==> src/hdl/conv_map.vh <==
`ifndef CONV_MAP_VH
`define CONV_MAP_VH

// register byte addresses
`define OFS_RESULT_LO   8'h00
`define OFS_RESULT_HI   8'h04
`define OFS_CONTROL_B   8'h08
`define OFS_BUF_DIS_0   8'h0c
`define OFS_CONTROL_A   8'h10
`define OFS_ALIGN       8'h14

// control register a fields
`define CA_ENABLE       7
`define CA_START        6
`define CA_AUTO_TRIG    5
`define CA_DONE         4
`define CA_DIV_HI       2
`define CA_DIV_LO       0

// control register b fields
`define CB_BIPOLAR      7
`define CB_CMP_HI       6
`define CB_CMP_LO       4
`define CB_RESERVED     3
`define CB_TRIG_HI      2
`define CB_TRIG_LO      0

// alignment register field
`define AL_LEFT         5

// reset values
`define RST_BYTE        8'h00
`define RST_RESULT      10'h000
`define RST_TRIG_SEL    3'h0

// codes and counts
`define TRIG_FREE_RUN   3'h0
`define CONV_TICKS      5'h0d
`define FIRST_TICKS     5'h19
`define DIV_MIN         8'h02
`define UNI_FULL        10'h3ff
`define BIP_MAX         11'sh1ff
`define BIP_MIN         -11'sh200

`endif

==> src/hdl/conv_clk_prescaler.v <==
`timescale 1ns/100ps
`include "conv_map.vh"

module conv_clk_prescaler (
  input  wire       clk,
  input  wire       reset_n,
  input  wire       run,
  input  wire [2:0] div_sel,
  output wire       tick
);

  reg  [7:0] cnt_q;
  reg  [7:0] cnt_d;
  wire [7:0] limit;

  // codes 0 and 1 both divide by two
  function [7:0] divisor;
    input [2:0] sel;
    begin
      if (sel <= 3'h1) begin
        divisor = `DIV_MIN;
      end else begin
        divisor = 8'h01 << sel;
      end
    end
  endfunction

  assign limit = divisor(div_sel) - 8'h01;
  assign tick  = run && (cnt_q >= limit);

  always @* begin
    if (!run || tick) begin
      cnt_d = 8'h00;
    end else begin
      cnt_d = cnt_q + 8'h01;
    end
  end

  always @(posedge clk or negedge reset_n) begin
    if (!reset_n) begin
      cnt_q <= 8'h00;
    end else begin
      cnt_q <= cnt_d;
    end
  end

endmodule // conv_clk_prescaler

==> src/hdl/trigger_edge_detect.v <==
`timescale 1ns/100ps
`include "conv_map.vh"

module trigger_edge_detect (
  input  wire       clk,
  input  wire       reset_n,
  input  wire       enable,
  input  wire [2:0] sel,
  input  wire [7:0] flags,
  output wire       trig
);

  reg  [2:0] sel_prev_q;
  reg        lvl_prev_q;
  wire       level;
  wire       to_free;

  // index 0 is the conversion-done flag itself
  assign level   = flags[sel];
  // entering free running never fires, even with done set
  assign to_free = (sel == `TRIG_FREE_RUN) && (sel_prev_q != `TRIG_FREE_RUN);
  // a switch to a source other than free running that raises the level counts as an edge
  assign trig    = enable && level && !lvl_prev_q && !to_free;

  always @(posedge clk or negedge reset_n) begin
    if (!reset_n) begin
      sel_prev_q <= `RST_TRIG_SEL;
      lvl_prev_q <= 1'b0;
    end else begin
      sel_prev_q <= sel;
      lvl_prev_q <= level;
    end
  end

endmodule // trigger_edge_detect

==> src/hdl/converter_result_and_trigger_ctrl.v <==
// Added by the designer: the placing of the registers and the APB register port.
`timescale 1ns/100ps
`include "conv_map.vh"
// Summary of operation
// - a finished conversion loads the read-only result unless locked or a result read or write is in flight
// - low byte read locks result until high read
// - right aligned: low 7:0, high 1:0
// - left aligned: high 9:2, low 7:6
// - unipolar result saturates to full scale
// - bipolar select gives two's complement result
// - control b bit 3 reads zero
// - trigger source ignored unless auto-trigger on
// - auto trigger starts on selected flag rise
// - switching from a clear to a set source other than free running is an edge
// - switching to free running never triggers
// - trigger codes map eight sources in order
// - input-disable bit forces pin read zero
// - done flag sets when result is updated
// - alignment change shows in view at once
// - converter clock divided by prescaler table
// - auto trigger on positive trigger edge

module converter_result_and_trigger_ctrl #(
  parameter PIN_N = 8
) (
  input  wire             clk,
  input  wire             reset_n,
  input  wire             psel,
  input  wire             penable,
  input  wire             pwrite,
  input  wire [7:0]       paddr,
  input  wire [31:0]      pwdata,
  output reg  [31:0]      prdata,
  output wire             pready,
  output wire             pslverr,
  input  wire [7:1]       trig_src_flags,
  input  wire [10:0]      diff_code,
  output reg              sample_start,
  output wire             conv_clk_tick,
  output wire             conv_busy,
  input  wire [PIN_N-1:0] pin_in,
  output reg  [PIN_N-1:0] pin_read,
  output wire [PIN_N-1:0] buffer_off,
  output wire [2:0]       comparator_ctrl
);

  localparam ST_IDLE = 1'b0;
  localparam ST_CONV = 1'b1;
  // clamp limits kept at full width so the signed compare sees the sign
  localparam signed [10:0] BIP_HI = `BIP_MAX;
  localparam signed [10:0] BIP_LO = `BIP_MIN;

  // control register a
  reg             enable_q;
  reg             auto_trig_q;
  reg             done_q;
  reg  [2:0]      div_q;
  // control register b
  reg             bipolar_q;
  reg  [2:0]      cmp_q;
  reg  [2:0]      trig_sel_q;
  // other storage
  reg             align_q;
  reg  [PIN_N-1:0] buf_dis_q;
  reg  [9:0]      result_q;
  reg             lock_q;
  reg             first_q;
  reg             state_q;
  reg             state_d;
  reg  [4:0]      tick_cnt_q;
  reg  [4:0]      tick_cnt_d;
  reg  [7:0]      rd_byte;

  wire            setup_ph;
  wire            acc_wr;
  wire            acc_rd;
  wire            wr_ctl_a;
  wire            wr_ctl_b;
  wire            wr_align;
  wire            wr_buf;
  wire            rd_lo;
  wire            rd_hi;
  wire            manual_start;
  wire            trig;
  wire            start_conv;
  wire            tick;
  wire [4:0]      tick_limit;
  wire            conv_end;
  wire            res_access;
  wire            res_load;
  wire            done_clr;
  wire [7:0]      lo_view;
  wire [7:0]      hi_view;
  reg  [7:0]      ctl_a_view;
  reg  [7:0]      ctl_b_view;

  function mapped;
    input [7:0] a;
    begin
      case (a)
        `OFS_RESULT_LO,
        `OFS_RESULT_HI,
        `OFS_CONTROL_B,
        `OFS_BUF_DIS_0,
        `OFS_CONTROL_A,
        `OFS_ALIGN: mapped = 1'b1;
        default:    mapped = 1'b0;
      endcase
    end
  endfunction

  // diff_code is positive input minus negative input, signed
  function [9:0] code_convert;
    input        bip;
    input [10:0] d;
    begin
      if (bip) begin
        if ($signed(d) > BIP_HI) begin
          code_convert = BIP_HI[9:0];
        end else if ($signed(d) < BIP_LO) begin
          code_convert = BIP_LO[9:0];
        end else begin
          code_convert = d[9:0];
        end
      end else begin
        // negative difference pins at full scale, not zero
        if (d[10] || d[9:0] > `UNI_FULL) begin
          code_convert = `UNI_FULL;
        end else begin
          code_convert = d[9:0];
        end
      end
    end
  endfunction

  // apb decode
  assign setup_ph = psel && !penable;
  assign acc_wr   = psel && penable && pwrite;
  assign acc_rd   = psel && penable && !pwrite;
  assign wr_ctl_a = acc_wr && (paddr == `OFS_CONTROL_A);
  assign wr_ctl_b = acc_wr && (paddr == `OFS_CONTROL_B);
  assign wr_align = acc_wr && (paddr == `OFS_ALIGN);
  assign wr_buf   = acc_wr && (paddr == `OFS_BUF_DIS_0);
  assign rd_lo    = acc_rd && (paddr == `OFS_RESULT_LO);
  assign rd_hi    = acc_rd && (paddr == `OFS_RESULT_HI);

  // zero wait states; unmapped addresses answer with an error
  assign pready  = 1'b1;
  assign pslverr = psel && penable && !mapped(paddr);

  // result views follow the alignment bit combinationally
  assign lo_view = align_q ? {result_q[1:0], 6'h00}
                           : result_q[7:0];
  assign hi_view = align_q ? result_q[9:2]
                           : {6'h00, result_q[9:8]};

  // fields placed one by one; unused bits keep the reset byte's zero
  always @* begin
    ctl_a_view                          = `RST_BYTE;
    ctl_a_view[`CA_ENABLE]              = enable_q;
    ctl_a_view[`CA_START]               = conv_busy;
    ctl_a_view[`CA_AUTO_TRIG]           = auto_trig_q;
    ctl_a_view[`CA_DONE]                = done_q;
    ctl_a_view[`CA_DIV_HI:`CA_DIV_LO]   = div_q;
    ctl_b_view                          = `RST_BYTE;
    ctl_b_view[`CB_BIPOLAR]             = bipolar_q;
    ctl_b_view[`CB_CMP_HI:`CB_CMP_LO]   = cmp_q;
    ctl_b_view[`CB_TRIG_HI:`CB_TRIG_LO] = trig_sel_q;
  end

  always @* begin
    case (paddr)
      `OFS_RESULT_LO: rd_byte = lo_view;
      `OFS_RESULT_HI: rd_byte = hi_view;
      `OFS_CONTROL_B: rd_byte = ctl_b_view;
      `OFS_BUF_DIS_0: rd_byte = buf_dis_q;
      `OFS_CONTROL_A: rd_byte = ctl_a_view;
      `OFS_ALIGN: begin
        rd_byte           = `RST_BYTE;
        rd_byte[`AL_LEFT] = align_q;
      end
      default:        rd_byte = `RST_BYTE;
    endcase
  end

  // read data latched in the setup cycle, valid through the access
  always @(posedge clk or negedge reset_n) begin
    if (!reset_n) begin
      prdata <= 32'h00000000;
    end else if (setup_ph && !pwrite) begin
      prdata <= {24'h000000, rd_byte};
    end
  end

  // configuration storage
  always @(posedge clk or negedge reset_n) begin
    if (!reset_n) begin
      enable_q    <= 1'b0;
      auto_trig_q <= 1'b0;
      div_q       <= 3'h0;
      bipolar_q   <= 1'b0;
      cmp_q       <= 3'h0;
      trig_sel_q  <= `RST_TRIG_SEL;
      align_q     <= 1'b0;
      buf_dis_q   <= {PIN_N{1'b0}};
    end else begin
      if (wr_ctl_a) begin
        enable_q    <= pwdata[`CA_ENABLE];
        auto_trig_q <= pwdata[`CA_AUTO_TRIG];
        div_q       <= pwdata[`CA_DIV_HI:`CA_DIV_LO];
      end
      if (wr_ctl_b) begin
        bipolar_q  <= pwdata[`CB_BIPOLAR];
        cmp_q      <= pwdata[`CB_CMP_HI:`CB_CMP_LO];
        trig_sel_q <= pwdata[`CB_TRIG_HI:`CB_TRIG_LO];
      end
      if (wr_align) begin
        align_q <= pwdata[`AL_LEFT];
      end
      if (wr_buf) begin
        buf_dis_q <= pwdata[PIN_N-1:0];
      end
    end
  end

  assign comparator_ctrl = cmp_q;
  assign buffer_off      = buf_dis_q;

  // port read path: a disabled buffer reads as zero
  always @(posedge clk or negedge reset_n) begin
    if (!reset_n) begin
      pin_read <= {PIN_N{1'b0}};
    end else begin
      pin_read <= pin_in & ~buf_dis_q;
    end
  end

  conv_clk_prescaler u_prescaler (
    .clk     (clk),
    .reset_n (reset_n),
    .run     (enable_q),
    .div_sel (div_q),
    .tick    (tick)
  );

  trigger_edge_detect u_trigger (
    .clk     (clk),
    .reset_n (reset_n),
    .enable  (auto_trig_q),
    .sel     (trig_sel_q),
    .flags   ({trig_src_flags, done_q}),
    .trig    (trig)
  );

  assign conv_clk_tick = tick;
  assign conv_busy     = (state_q == ST_CONV);

  // start is honoured only when the same write also sets the enable bit
  assign manual_start = wr_ctl_a && pwdata[`CA_START] && pwdata[`CA_ENABLE];
  // starts during a conversion are dropped, not queued
  assign start_conv   = !conv_busy && (manual_start || (enable_q && trig));
  assign tick_limit   = first_q ? `FIRST_TICKS : `CONV_TICKS;
  assign conv_end     = conv_busy && enable_q && tick && (tick_cnt_q == tick_limit - 5'h01);

  always @* begin
    state_d    = state_q;
    tick_cnt_d = tick_cnt_q;
    case (state_q)
      ST_IDLE: begin
        if (start_conv) begin
          state_d    = ST_CONV;
          tick_cnt_d = 5'h00;
        end
      end
      ST_CONV: begin
        if (!enable_q || conv_end) begin
          state_d = ST_IDLE;
        end else if (tick) begin
          tick_cnt_d = tick_cnt_q + 5'h01;
        end
      end
      default: begin
        state_d = ST_IDLE;
      end
    endcase
  end

  always @(posedge clk or negedge reset_n) begin
    if (!reset_n) begin
      state_q      <= ST_IDLE;
      tick_cnt_q   <= 5'h00;
      first_q      <= 1'b1;
      sample_start <= 1'b0;
    end else begin
      state_q      <= state_d;
      tick_cnt_q   <= tick_cnt_d;
      sample_start <= (state_q == ST_IDLE) && start_conv;
      // turning the converter off makes the next conversion a long one
      if (!enable_q) begin
        first_q <= 1'b1;
      end else if (conv_end) begin
        first_q <= 1'b0;
      end
    end
  end

  // a result read in flight also holds off the update, so the
  // byte latched in setup and the lock always refer to one value
  assign res_access = psel && ((paddr == `OFS_RESULT_LO) || (paddr == `OFS_RESULT_HI));
  assign res_load   = conv_end && !lock_q && !res_access;
  assign done_clr   = wr_ctl_a && pwdata[`CA_DONE];

  always @(posedge clk or negedge reset_n) begin
    if (!reset_n) begin
      result_q <= `RST_RESULT;
      lock_q   <= 1'b0;
    end else begin
      if (res_load) begin
        result_q <= code_convert(bipolar_q, diff_code);
      end
      if (rd_hi) begin
        lock_q <= 1'b0;
      end else if (rd_lo) begin
        lock_q <= 1'b1;
      end
    end
  end

  // set wins over a write-one clear in the same cycle
  always @(posedge clk or negedge reset_n) begin
    if (!reset_n) begin
      done_q <= 1'b0;
    end else if (res_load) begin
      done_q <= 1'b1;
    end else if (done_clr) begin
      done_q <= 1'b0;
    end
  end

endmodule // converter_result_and_trigger_ctrl

==> config.mk <==
export PLATFORM = sky130hd
export DESIGN_NAME = converter_result_and_trigger_ctrl
export DESIGN_NICKNAME = d
export VERILOG_FILES = /design/src/hdl/conv_clk_prescaler.v /design/src/hdl/trigger_edge_detect.v /design/src/hdl/converter_result_and_trigger_ctrl.v
export VERILOG_INCLUDE_DIRS = /design/src /design/src/hdl
export SDC_FILE = /design/constraint.sdc
export NUM_CORES = 1
export LEC_CHECK = 0
export ABC_AREA = 1
export ABC_CLOCK_PERIOD_IN_PS = 3000
export BUFFER_PORTS_ARGS = -buffer_cell sky130_fd_sc_hd__buf_2
export CAP_MARGIN = 20
export CORE_UTILIZATION = 40
export DETAILED_ROUTE_END_ITERATION = 6
export PLACE_DENSITY_LB_ADDON = 0.2
export SYNTH_ARGS = -nofsm -noshare
export SYNTH_HDL_FRONTEND = slang
export SYNTH_HIERARCHICAL = 1
export SYNTH_SLANG_ARGS = --single-unit
==> constraint.sdc <==
create_clock -name clk -period 3 [get_ports clk]
set_input_delay 0.15 -clock clk [delete_from_list [all_inputs] [get_ports clk]]
set_output_delay 0.15 -clock clk [all_outputs]
set_load 0.02 [all_outputs]
* After elaboration in Yosys (flattened, before gate mapping)
Cells that the tools add are included.
** Storage, ports and cells
- Bits of input ports :: 71
- Flip-flop bits (word level) :: 69
- Output and inout bits :: 56
- Logic and storage cells :: 120
** Cells by class
- $lt $le $gt $ge :: 6
- Add/sub/neg operators :: 4
- Reduce and logical (&&, ||, !) cells :: 50
- Bitwise gates (word level) :: 3
- Equality and inequality tests :: 10
- Shift operators :: 1
- Multiplexer cells :: 26
** Operators with widths (count)
- one-hot mux 8 bit (6 select lines) :: 1
- 2-to-1 mux 10 bit :: 4
- 2-to-1 mux 8 bit :: 4
- logical AND 1 bit :: 29
- 2-to-1 mux 5 bit :: 4
- == test 8 x 4 -> 1 bit (second input constant) :: 2
- == test 8 x 5 -> 1 bit (second input constant) :: 2
- > comparator 11 x 10 -> 1 bit (second input constant) :: 1
- less-than comparator 11 x 10 -> 1 bit (second input constant) :: 1
- > comparator 10 bit (second input constant) :: 1
- 2-to-1 mux 1 bit :: 10
- one-hot mux 5 bit (2 select lines) :: 1
- zero test 1 bit :: 9
- adder 8 x 1 -> 8 bit (second input constant) :: 1
- AND 8 bit :: 1
- == test 8 x 3 -> 1 bit (second input constant) :: 1
- greater-or-equal comparator 8 bit :: 1
- zero test 8 bit :: 1
- NOT 8 bit :: 1
- left shift 1 x 3 -> 8 bit (first input constant) :: 1
- subtractor 8 x 1 -> 8 bit (second input constant) :: 1
- OR reduction 6 bit :: 1
- adder 5 x 1 -> 5 bit (second input constant) :: 1
- == test 5 bit :: 1
- other kinds (13) :: 20

* Depth between registers and ports, before layout
- Word-level depth :: 10
- Mapped depth :: 20
- Depth with buffers taken out :: 20

* By module
The synthesis kept the hierarchy.
** By module, submodules not included
- converter_result_and_trigger_ctrl :: instances 1, seq. area each 1427.6 µm², cells each 390, area an instance 3104.2 µm²
- conv_clk_prescaler :: instances 1, seq. area each 200.2 µm², cells each 87, area an instance 663.1 µm²
- trigger_edge_detect :: instances 1, seq. area each 100.1 µm², cells each 37, area an instance 235.2 µm²

* Worst setup path after synthesis
No wires, ideal clock.
- Path kind :: flip-flop to flip-flop
- Start :: register div_q[2]
- End :: register result_q[6]
- Data required time :: 2874 ps
- Arrival time :: 2949 ps
- Stages on the path, launching flop included :: 20
- Clock period less this slack :: 3075 ps
- Setup slack :: -75 ps
- Path buffers :: 1
- Setup time :: 126 ps
- Path through :: dfrtp_1 > inv_1 > nand2_1 > ha_1 > inv_1 > xor2_1 > inv_1 > ha_1 > nand2_1 > nor2_1 > nor2_1 > nand2_1 > nand2_1 > a21boi_0 > nand4_1 > a21oi_2 > nand2_1 > nor2_1 > buf_2 > o21ai_0
** On the way
- Longest elaborated chain between the ends :: 9
- Elaborated cells on any way between the ends :: 10
- Classes of those cells :: add/sub (1); order compare (2); shift (1); mux (1); reduce/logical (5)
** Ends and longest elaborated chain
- start: declaration :: RTL line converter_result_and_trigger_ctrl.v:57 : reg [2:0] div_q;
- start signal: assignment :: RTL line converter_result_and_trigger_ctrl.v:210 : div_q <= pwdata[`CA_DIV_HI:`CA_DIV_LO];
- <= comparator 3 x 1 -> 1 bit / left shift 1 x 3 -> 8 bit (equally long branches) :: RTL line conv_clk_prescaler.v:20, conv_clk_prescaler.v:23
- 2-to-1 mux 8 bit (*) :: RTL line conv_clk_prescaler.v:20 : if (sel <= 3'h1) begin
- subtractor 8 x 1 -> 8 bit (*) :: RTL line conv_clk_prescaler.v:28 : assign limit = divisor(div_sel) - 8'h01;
- greater-or-equal comparator 8 bit (*) :: RTL line conv_clk_prescaler.v:29 : assign tick = run && (cnt_q >= limit);
- logical AND 1 bit (*) :: RTL line conv_clk_prescaler.v:29
- via conv_clk_tick :: RTL line converter_result_and_trigger_ctrl.v:39 : output wire conv_clk_tick,
- logical AND 1 bit (*) (2 in a row) :: RTL line converter_result_and_trigger_ctrl.v:263 : assign conv_end = conv_busy && enable_q && tick && (tick_cnt_q == tick_limit - 5'h01);
- logical AND 1 bit (*) (2 in a row) :: RTL line converter_result_and_trigger_ctrl.v:310 : assign res_load = conv_end && !lock_q && !res_access;
- end signal: assignment :: RTL line converter_result_and_trigger_ctrl.v:315 : result_q <= `RST_RESULT;
- end signal: assignment :: RTL line converter_result_and_trigger_ctrl.v:319 : result_q <= code_convert(bipolar_q, diff_code);
- end: declaration :: RTL line converter_result_and_trigger_ctrl.v:65 : reg [9:0] result_q;
Mark *: on every way through the listed nets, which the timed path passes. The rest lies on a longest branch.
A chain may end at the register's enable or synchronous reset.

* Worst setup path in the final report
- Start :: register div_q[2]
- End :: register result_q[7]
** On the way
- Longest elaborated chain between the ends :: 9
- Elaborated cells on any way between the ends :: 10
- Classes of those cells :: add/sub (1); order compare (2); shift (1); mux (1); reduce/logical (5)
** Ends and longest elaborated chain (RTL line)
- <= comparator 3 x 1 -> 1 bit / left shift 1 x 3 -> 8 bit (equally long branches) :: conv_clk_prescaler.v:20, conv_clk_prescaler.v:23
- 2-to-1 mux 8 bit (*) :: conv_clk_prescaler.v:20
- subtractor 8 x 1 -> 8 bit (*) :: conv_clk_prescaler.v:28
- greater-or-equal comparator 8 bit (*) :: conv_clk_prescaler.v:29
- logical AND 1 bit (*) :: conv_clk_prescaler.v:29
- logical AND 1 bit (*) (2 in a row) :: converter_result_and_trigger_ctrl.v:263
- logical AND 1 bit (*) (2 in a row) :: converter_result_and_trigger_ctrl.v:310
Every way passes the cells marked *; elsewhere a longest branch is shown, timed or not.

==> metrics.txt <==
# TYPE chip_impl_metric gauge
chip_impl_info{name="result_of_the_run",value="completed"} 1
chip_impl_metric{name="multiInputGateArea",unit="µm²"} 1900
chip_impl_info{name="crit_type",value="reg -> reg"} 1
chip_impl_metric{name="area.sequential",unit="µm²"} 1730
chip_impl_metric{name="achievable-frequency",unit="MHz"} 368
chip_impl_metric{name="share_of_final_layout_standard_cells_stronger_than_drive_strength_1",unit=""} 0.240
chip_impl_metric{name="yosys_warnings",unit=""} 6
chip_impl_metric{name="netlist-cell-type-count",unit=""} 39
chip_impl_metric{name="ant_nets",unit=""} 0
chip_impl_info{name="holdCritPathClass",value="in -> reg"} 1
chip_impl_info{name="timing.critical_path.from_type",value="flip-flop"} 1
chip_impl_metric{name="detailroute.via_count",unit=""} 3536
chip_impl_metric{name="iteration_0_drc_count_of_the_detailed_router",unit=""} 135
chip_impl_metric{name="fin_worst_skew",unit="ns"} 0.00494
chip_impl_metric{name="finalWirelength",unit="µm"} 9490
chip_impl_metric{name="proportion_of_synthesized_chip_area_in_sequential_cells",unit=""} 0.432
chip_impl_metric{name="drt-pass1-iter-count",unit=""} 4
chip_impl_metric{name="drt-vias-per-instance",unit=""} 4.72
chip_impl_metric{name="drt_drc_violations_left",unit=""} 0
chip_impl_metric{name="holdWs",unit="ns"} 0.0309
chip_impl_metric{name="post-synth-top-area-fraction",unit=""} 0.425
chip_impl_metric{name="drv_slew",unit=""} 0
chip_impl_metric{name="max_cap_viols",unit=""} 0
chip_impl_metric{name="drt_wl_cell",unit="µm"} 12.7
chip_impl_metric{name="grt_pass1_vias",unit=""} 3284
chip_impl_metric{name="gr-usage-all-layers",unit=""} 0.199
chip_impl_info{name="post_synth_most_frequent_cells",value="sky130_fd_sc_hd__nand2_1 (123), sky130_fd_sc_hd__dfrtp_1 (68), sky130_fd_sc_hd__inv_1 (64)"} 1
chip_impl_metric{name="timing.slew.headroom",unit=""} 0.535
chip_impl_metric{name="insertedDiodeCount",unit=""} 0
chip_impl_metric{name="crit_arrival",unit="ns"} 2.95
chip_impl_metric{name="insertion_delay",unit="ns"} 0.35
chip_impl_metric{name="worst-r2r-setup-slack",unit="ns"} 0.28
chip_impl_metric{name="std_cell_rows",unit=""} 36
chip_impl_metric{name="gpl.final_weighted_congestion",unit=""} 0.873
chip_impl_metric{name="largest_net_degree_at_the_start_of_global_routing",unit=""} 70
chip_impl_metric{name="finalSetupTns",unit="ns"} 0
chip_impl_metric{name="cts_inserted_buffers",unit=""} 9
chip_impl_metric{name="boundaryPins",unit=""} 127
chip_impl_metric{name="crit_path_max_fanout",unit=""} 10
chip_impl_metric{name="finalSetupViolations",unit=""} 0
chip_impl_info{name="synth_top_cells_by_area",value="sky130_fd_sc_hd__dfrtp_1 (43%), sky130_fd_sc_hd__nand2_1 (12%), sky130_fd_sc_hd__inv_1 (6.0%)"} 1
chip_impl_metric{name="cellLeakagePower",unit="nW"} 2.54
chip_impl_metric{name="fin_total_pwr",unit="mW"} 1.97
chip_impl_info{name="cts_tree",value="done"} 1
chip_impl_metric{name="initial_utilization",unit=""} 0.411
chip_impl_metric{name="half_perimeter_wire_length_after_detailed_placement",unit="µm"} 7060
chip_impl_info{name="postSynth.topFlopCell",value="sky130_fd_sc_hd__dfrtp_1"} 1
chip_impl_metric{name="timing.final.hold_violations",unit=""} 0
chip_impl_metric{name="utilization",unit=""} 0.494
chip_impl_metric{name="synth-edff-count",unit=""} 0
chip_impl_metric{name="clock_sink_count",unit=""} 69
chip_impl_metric{name="timing.critical_path.required",unit="ns"} 3.23
chip_impl_metric{name="core",unit="µm²"} 9730
chip_impl_info{name="netlist.top_cell.by_area",value="sky130_fd_sc_hd__dfrtp_1"} 1
chip_impl_metric{name="grt_util_met1",unit=""} 0.266
chip_impl_metric{name="period_share",unit=""} 0.906
chip_impl_metric{name="postSynthRegisterBits",unit=""} 69
chip_impl_metric{name="gr-total-overflow",unit=""} 0
chip_impl_metric{name="final_nets",unit=""} 694
chip_impl_metric{name="fin_crit",unit="ns"} 2.72
chip_impl_metric{name="syn2layout_area_growth",unit="%"} 20.2
chip_impl_metric{name="die_w",unit="µm"} 102
chip_impl_metric{name="fillerInstances",unit=""} 978
chip_impl_info{name="root_buffer_cell",value="sky130_fd_sc_hd__clkbuf_8"} 1
chip_impl_metric{name="synthesis.area",unit="µm²"} 4000
chip_impl_metric{name="postSynthCellCount",unit=""} 514
chip_impl_metric{name="antenna_found_initial",unit=""} 0
chip_impl_metric{name="cellPowerDensity",unit="nW/µm²"} 410
chip_impl_metric{name="worst_ir_drop_vdd",unit="mV"} 0.190
chip_impl_metric{name="grt_use_met3",unit=""} 0.0458
chip_impl_info{name="post-synth-top-count-cell",value="sky130_fd_sc_hd__nand2_1"} 1
chip_impl_metric{name="global_route_wire_length_before_repair",unit="µm"} 15700
chip_impl_metric{name="worst-slew-pin-transition",unit="ns"} 0.692
chip_impl_metric{name="clk_transition_reported_paths",unit="ns"} 0.08
chip_impl_metric{name="io_buffer_count",unit=""} 77
chip_impl_metric{name="globalRouteMet2Util",unit=""} 0.311
chip_impl_metric{name="clock_tree.htree_level_count",unit=""} 3
chip_impl_metric{name="syn_avg_cell_area",unit="µm²"} 7.79
chip_impl_metric{name="fp.dieH",unit="µm"} 102
chip_impl_info{name="critPathCaptureType",value="flip-flop"} 1
chip_impl_metric{name="async_flop_share",unit=""} 1.00
chip_impl_metric{name="die_area",unit="µm²"} 10400
chip_impl_metric{name="max-clock-path-buffers",unit=""} 2
chip_impl_info{name="grt_busiest_layer",value="met2"} 1
==> cell families after synthesis <==
| logic type | after synthesis | synth area share |
|---|---|---|
| buffers and inverters | 103 | 0.126 |
| AOI/OAI and AO/OA | 81 | 0.116 |
| DFF | 69 | 0.432 |
| muxes | 1 | 0.00375 |
| and+or+nand+nor | 238 | 0.267 |
| xor gates and xnor gates | 7 | 0.0153 |
| other | 3 | 0.00281 |
| adders and majority gates | 12 | 0.0375 |
==> cell usage in the layout (no fill, tap or decap), types with 11 or more instances in the layout <==
cell type                 Yosys  routed
sky130_fd_sc_hd__conb_1       3      28
sky130_fd_sc_hd__inv_1       64      62
sky130_fd_sc_hd__nor2_1      44      43
sky130_fd_sc_hd__ha_1        12      11
sky130_fd_sc_hd__buf_2        3      77
sky130_fd_sc_hd__nand2_1    123     120
sky130_fd_sc_hd__o21ai_0     37      37
sky130_fd_sc_hd__dfrtp_1     68      68
sky130_fd_sc_hd__nand3_1     35      35
sky130_fd_sc_hd__a21oi_1     24      24
==> area by class of cell <==
cell class,count,share of cell area
Multi-Input combinational cell,367,0.394
Sequential cell,69,0.359
Timing Repair Buffer,95,0.116
Inverter,69,0.0539
Tap cell,133,0.0346
Clock buffer,10,0.0286
Clock inverter,6,0.0130
==> state kept, by name, indices dropped and copies added, names as in the netlist <==
register / count
result_q: 10
buffer_off: 8
pin_read: 8
prdata: 8
u_prescaler/cnt_q: 8
tick_cnt_q: 5
comparator_ctrl: 3
div_q: 3
trig_sel_q: 3
u_trigger/sel_prev_q: 3
align_q: 1
auto_trig_q: 1
bipolar_q: 1
conv_busy: 1
done_q: 1
enable_q: 1
first_q: 1
lock_q: 1
sample_start: 1
u_trigger/lvl_prev_q: 1
==> metrics by stage <==
stage | area (µm²) | cells | worst slack, ns
2_1_floorplan | 4100 | 539 | 0.142
3_3_place_gp | 4460 | 721 | 0.154
3_5_place_dp | 4460 | 721 | 0.0704
4_1_cts | 4750 | 746 | 0.0380
5_1_grt | 4810 | 749 | -0.00107
6_report | 4810 | 749 | 0.282
==> power breakdown <==
part	internal [mW]	total (mW)	switching, mW
logic	0.0824	0.230	0.148
clock network	0.403	0.776	0.372
registers	0.951	0.965	0.0139
==> routing by layer <==
metal	up-vias	share of wire
met2	101	0.47
met1	1646	0.46
met4	0	0.018
met5	-	0
li1	1778	-
met3	11	0.048
==> final timing paths <==
| check | start | end | cells past startpoint |
|---|---|---|---|
| max | div_q[2] | result_q[7] | 16 |
| min | pwdata[3] | buffer_off[3] | 2 |
| max reg2reg | div_q[2] | result_q[7] | 16 |
| min reg2reg | prdata[3] | prdata[3] | 2 |
| max in group asynchronous | reset_n | first_q | 3 |
| min in group asynchronous | reset_n | pin_read[1] | 3 |
==> repair_timing <==
| item | CTS | global route |
|---|---|---|
| gates resized for setup | 0 | 14 |
| hold buffers | 9 | 0 |
| setup endpoints to repair | 0 | 16 |
| hold endpoints to repair | 76 | 0 |
| buffers inserted | 0 | 1 |
==> critical path, cell delays in order, from the launching register on <==
cell	delay [ns]
sky130_fd_sc_hd__dfrtp_1	0.43
sky130_fd_sc_hd__inv_2	0.08
sky130_fd_sc_hd__nand2_2	0.06
sky130_fd_sc_hd__ha_4	0.17
sky130_fd_sc_hd__nor3_1	0.19
sky130_fd_sc_hd__a31oi_1	0.08
sky130_fd_sc_hd__ha_1	0.29
sky130_fd_sc_hd__nand2_1	0.06
sky130_fd_sc_hd__nor2_1	0.14
sky130_fd_sc_hd__nand2_2	0.09
sky130_fd_sc_hd__a21boi_2	0.19
sky130_fd_sc_hd__nand4_1	0.12
sky130_fd_sc_hd__a21oi_2	0.18
sky130_fd_sc_hd__nand2_2	0.10
sky130_fd_sc_hd__nor2_4	0.15
sky130_fd_sc_hd__buf_4	0.19
sky130_fd_sc_hd__o21ai_0	0.08
Power figures use the tool's default switching activity.
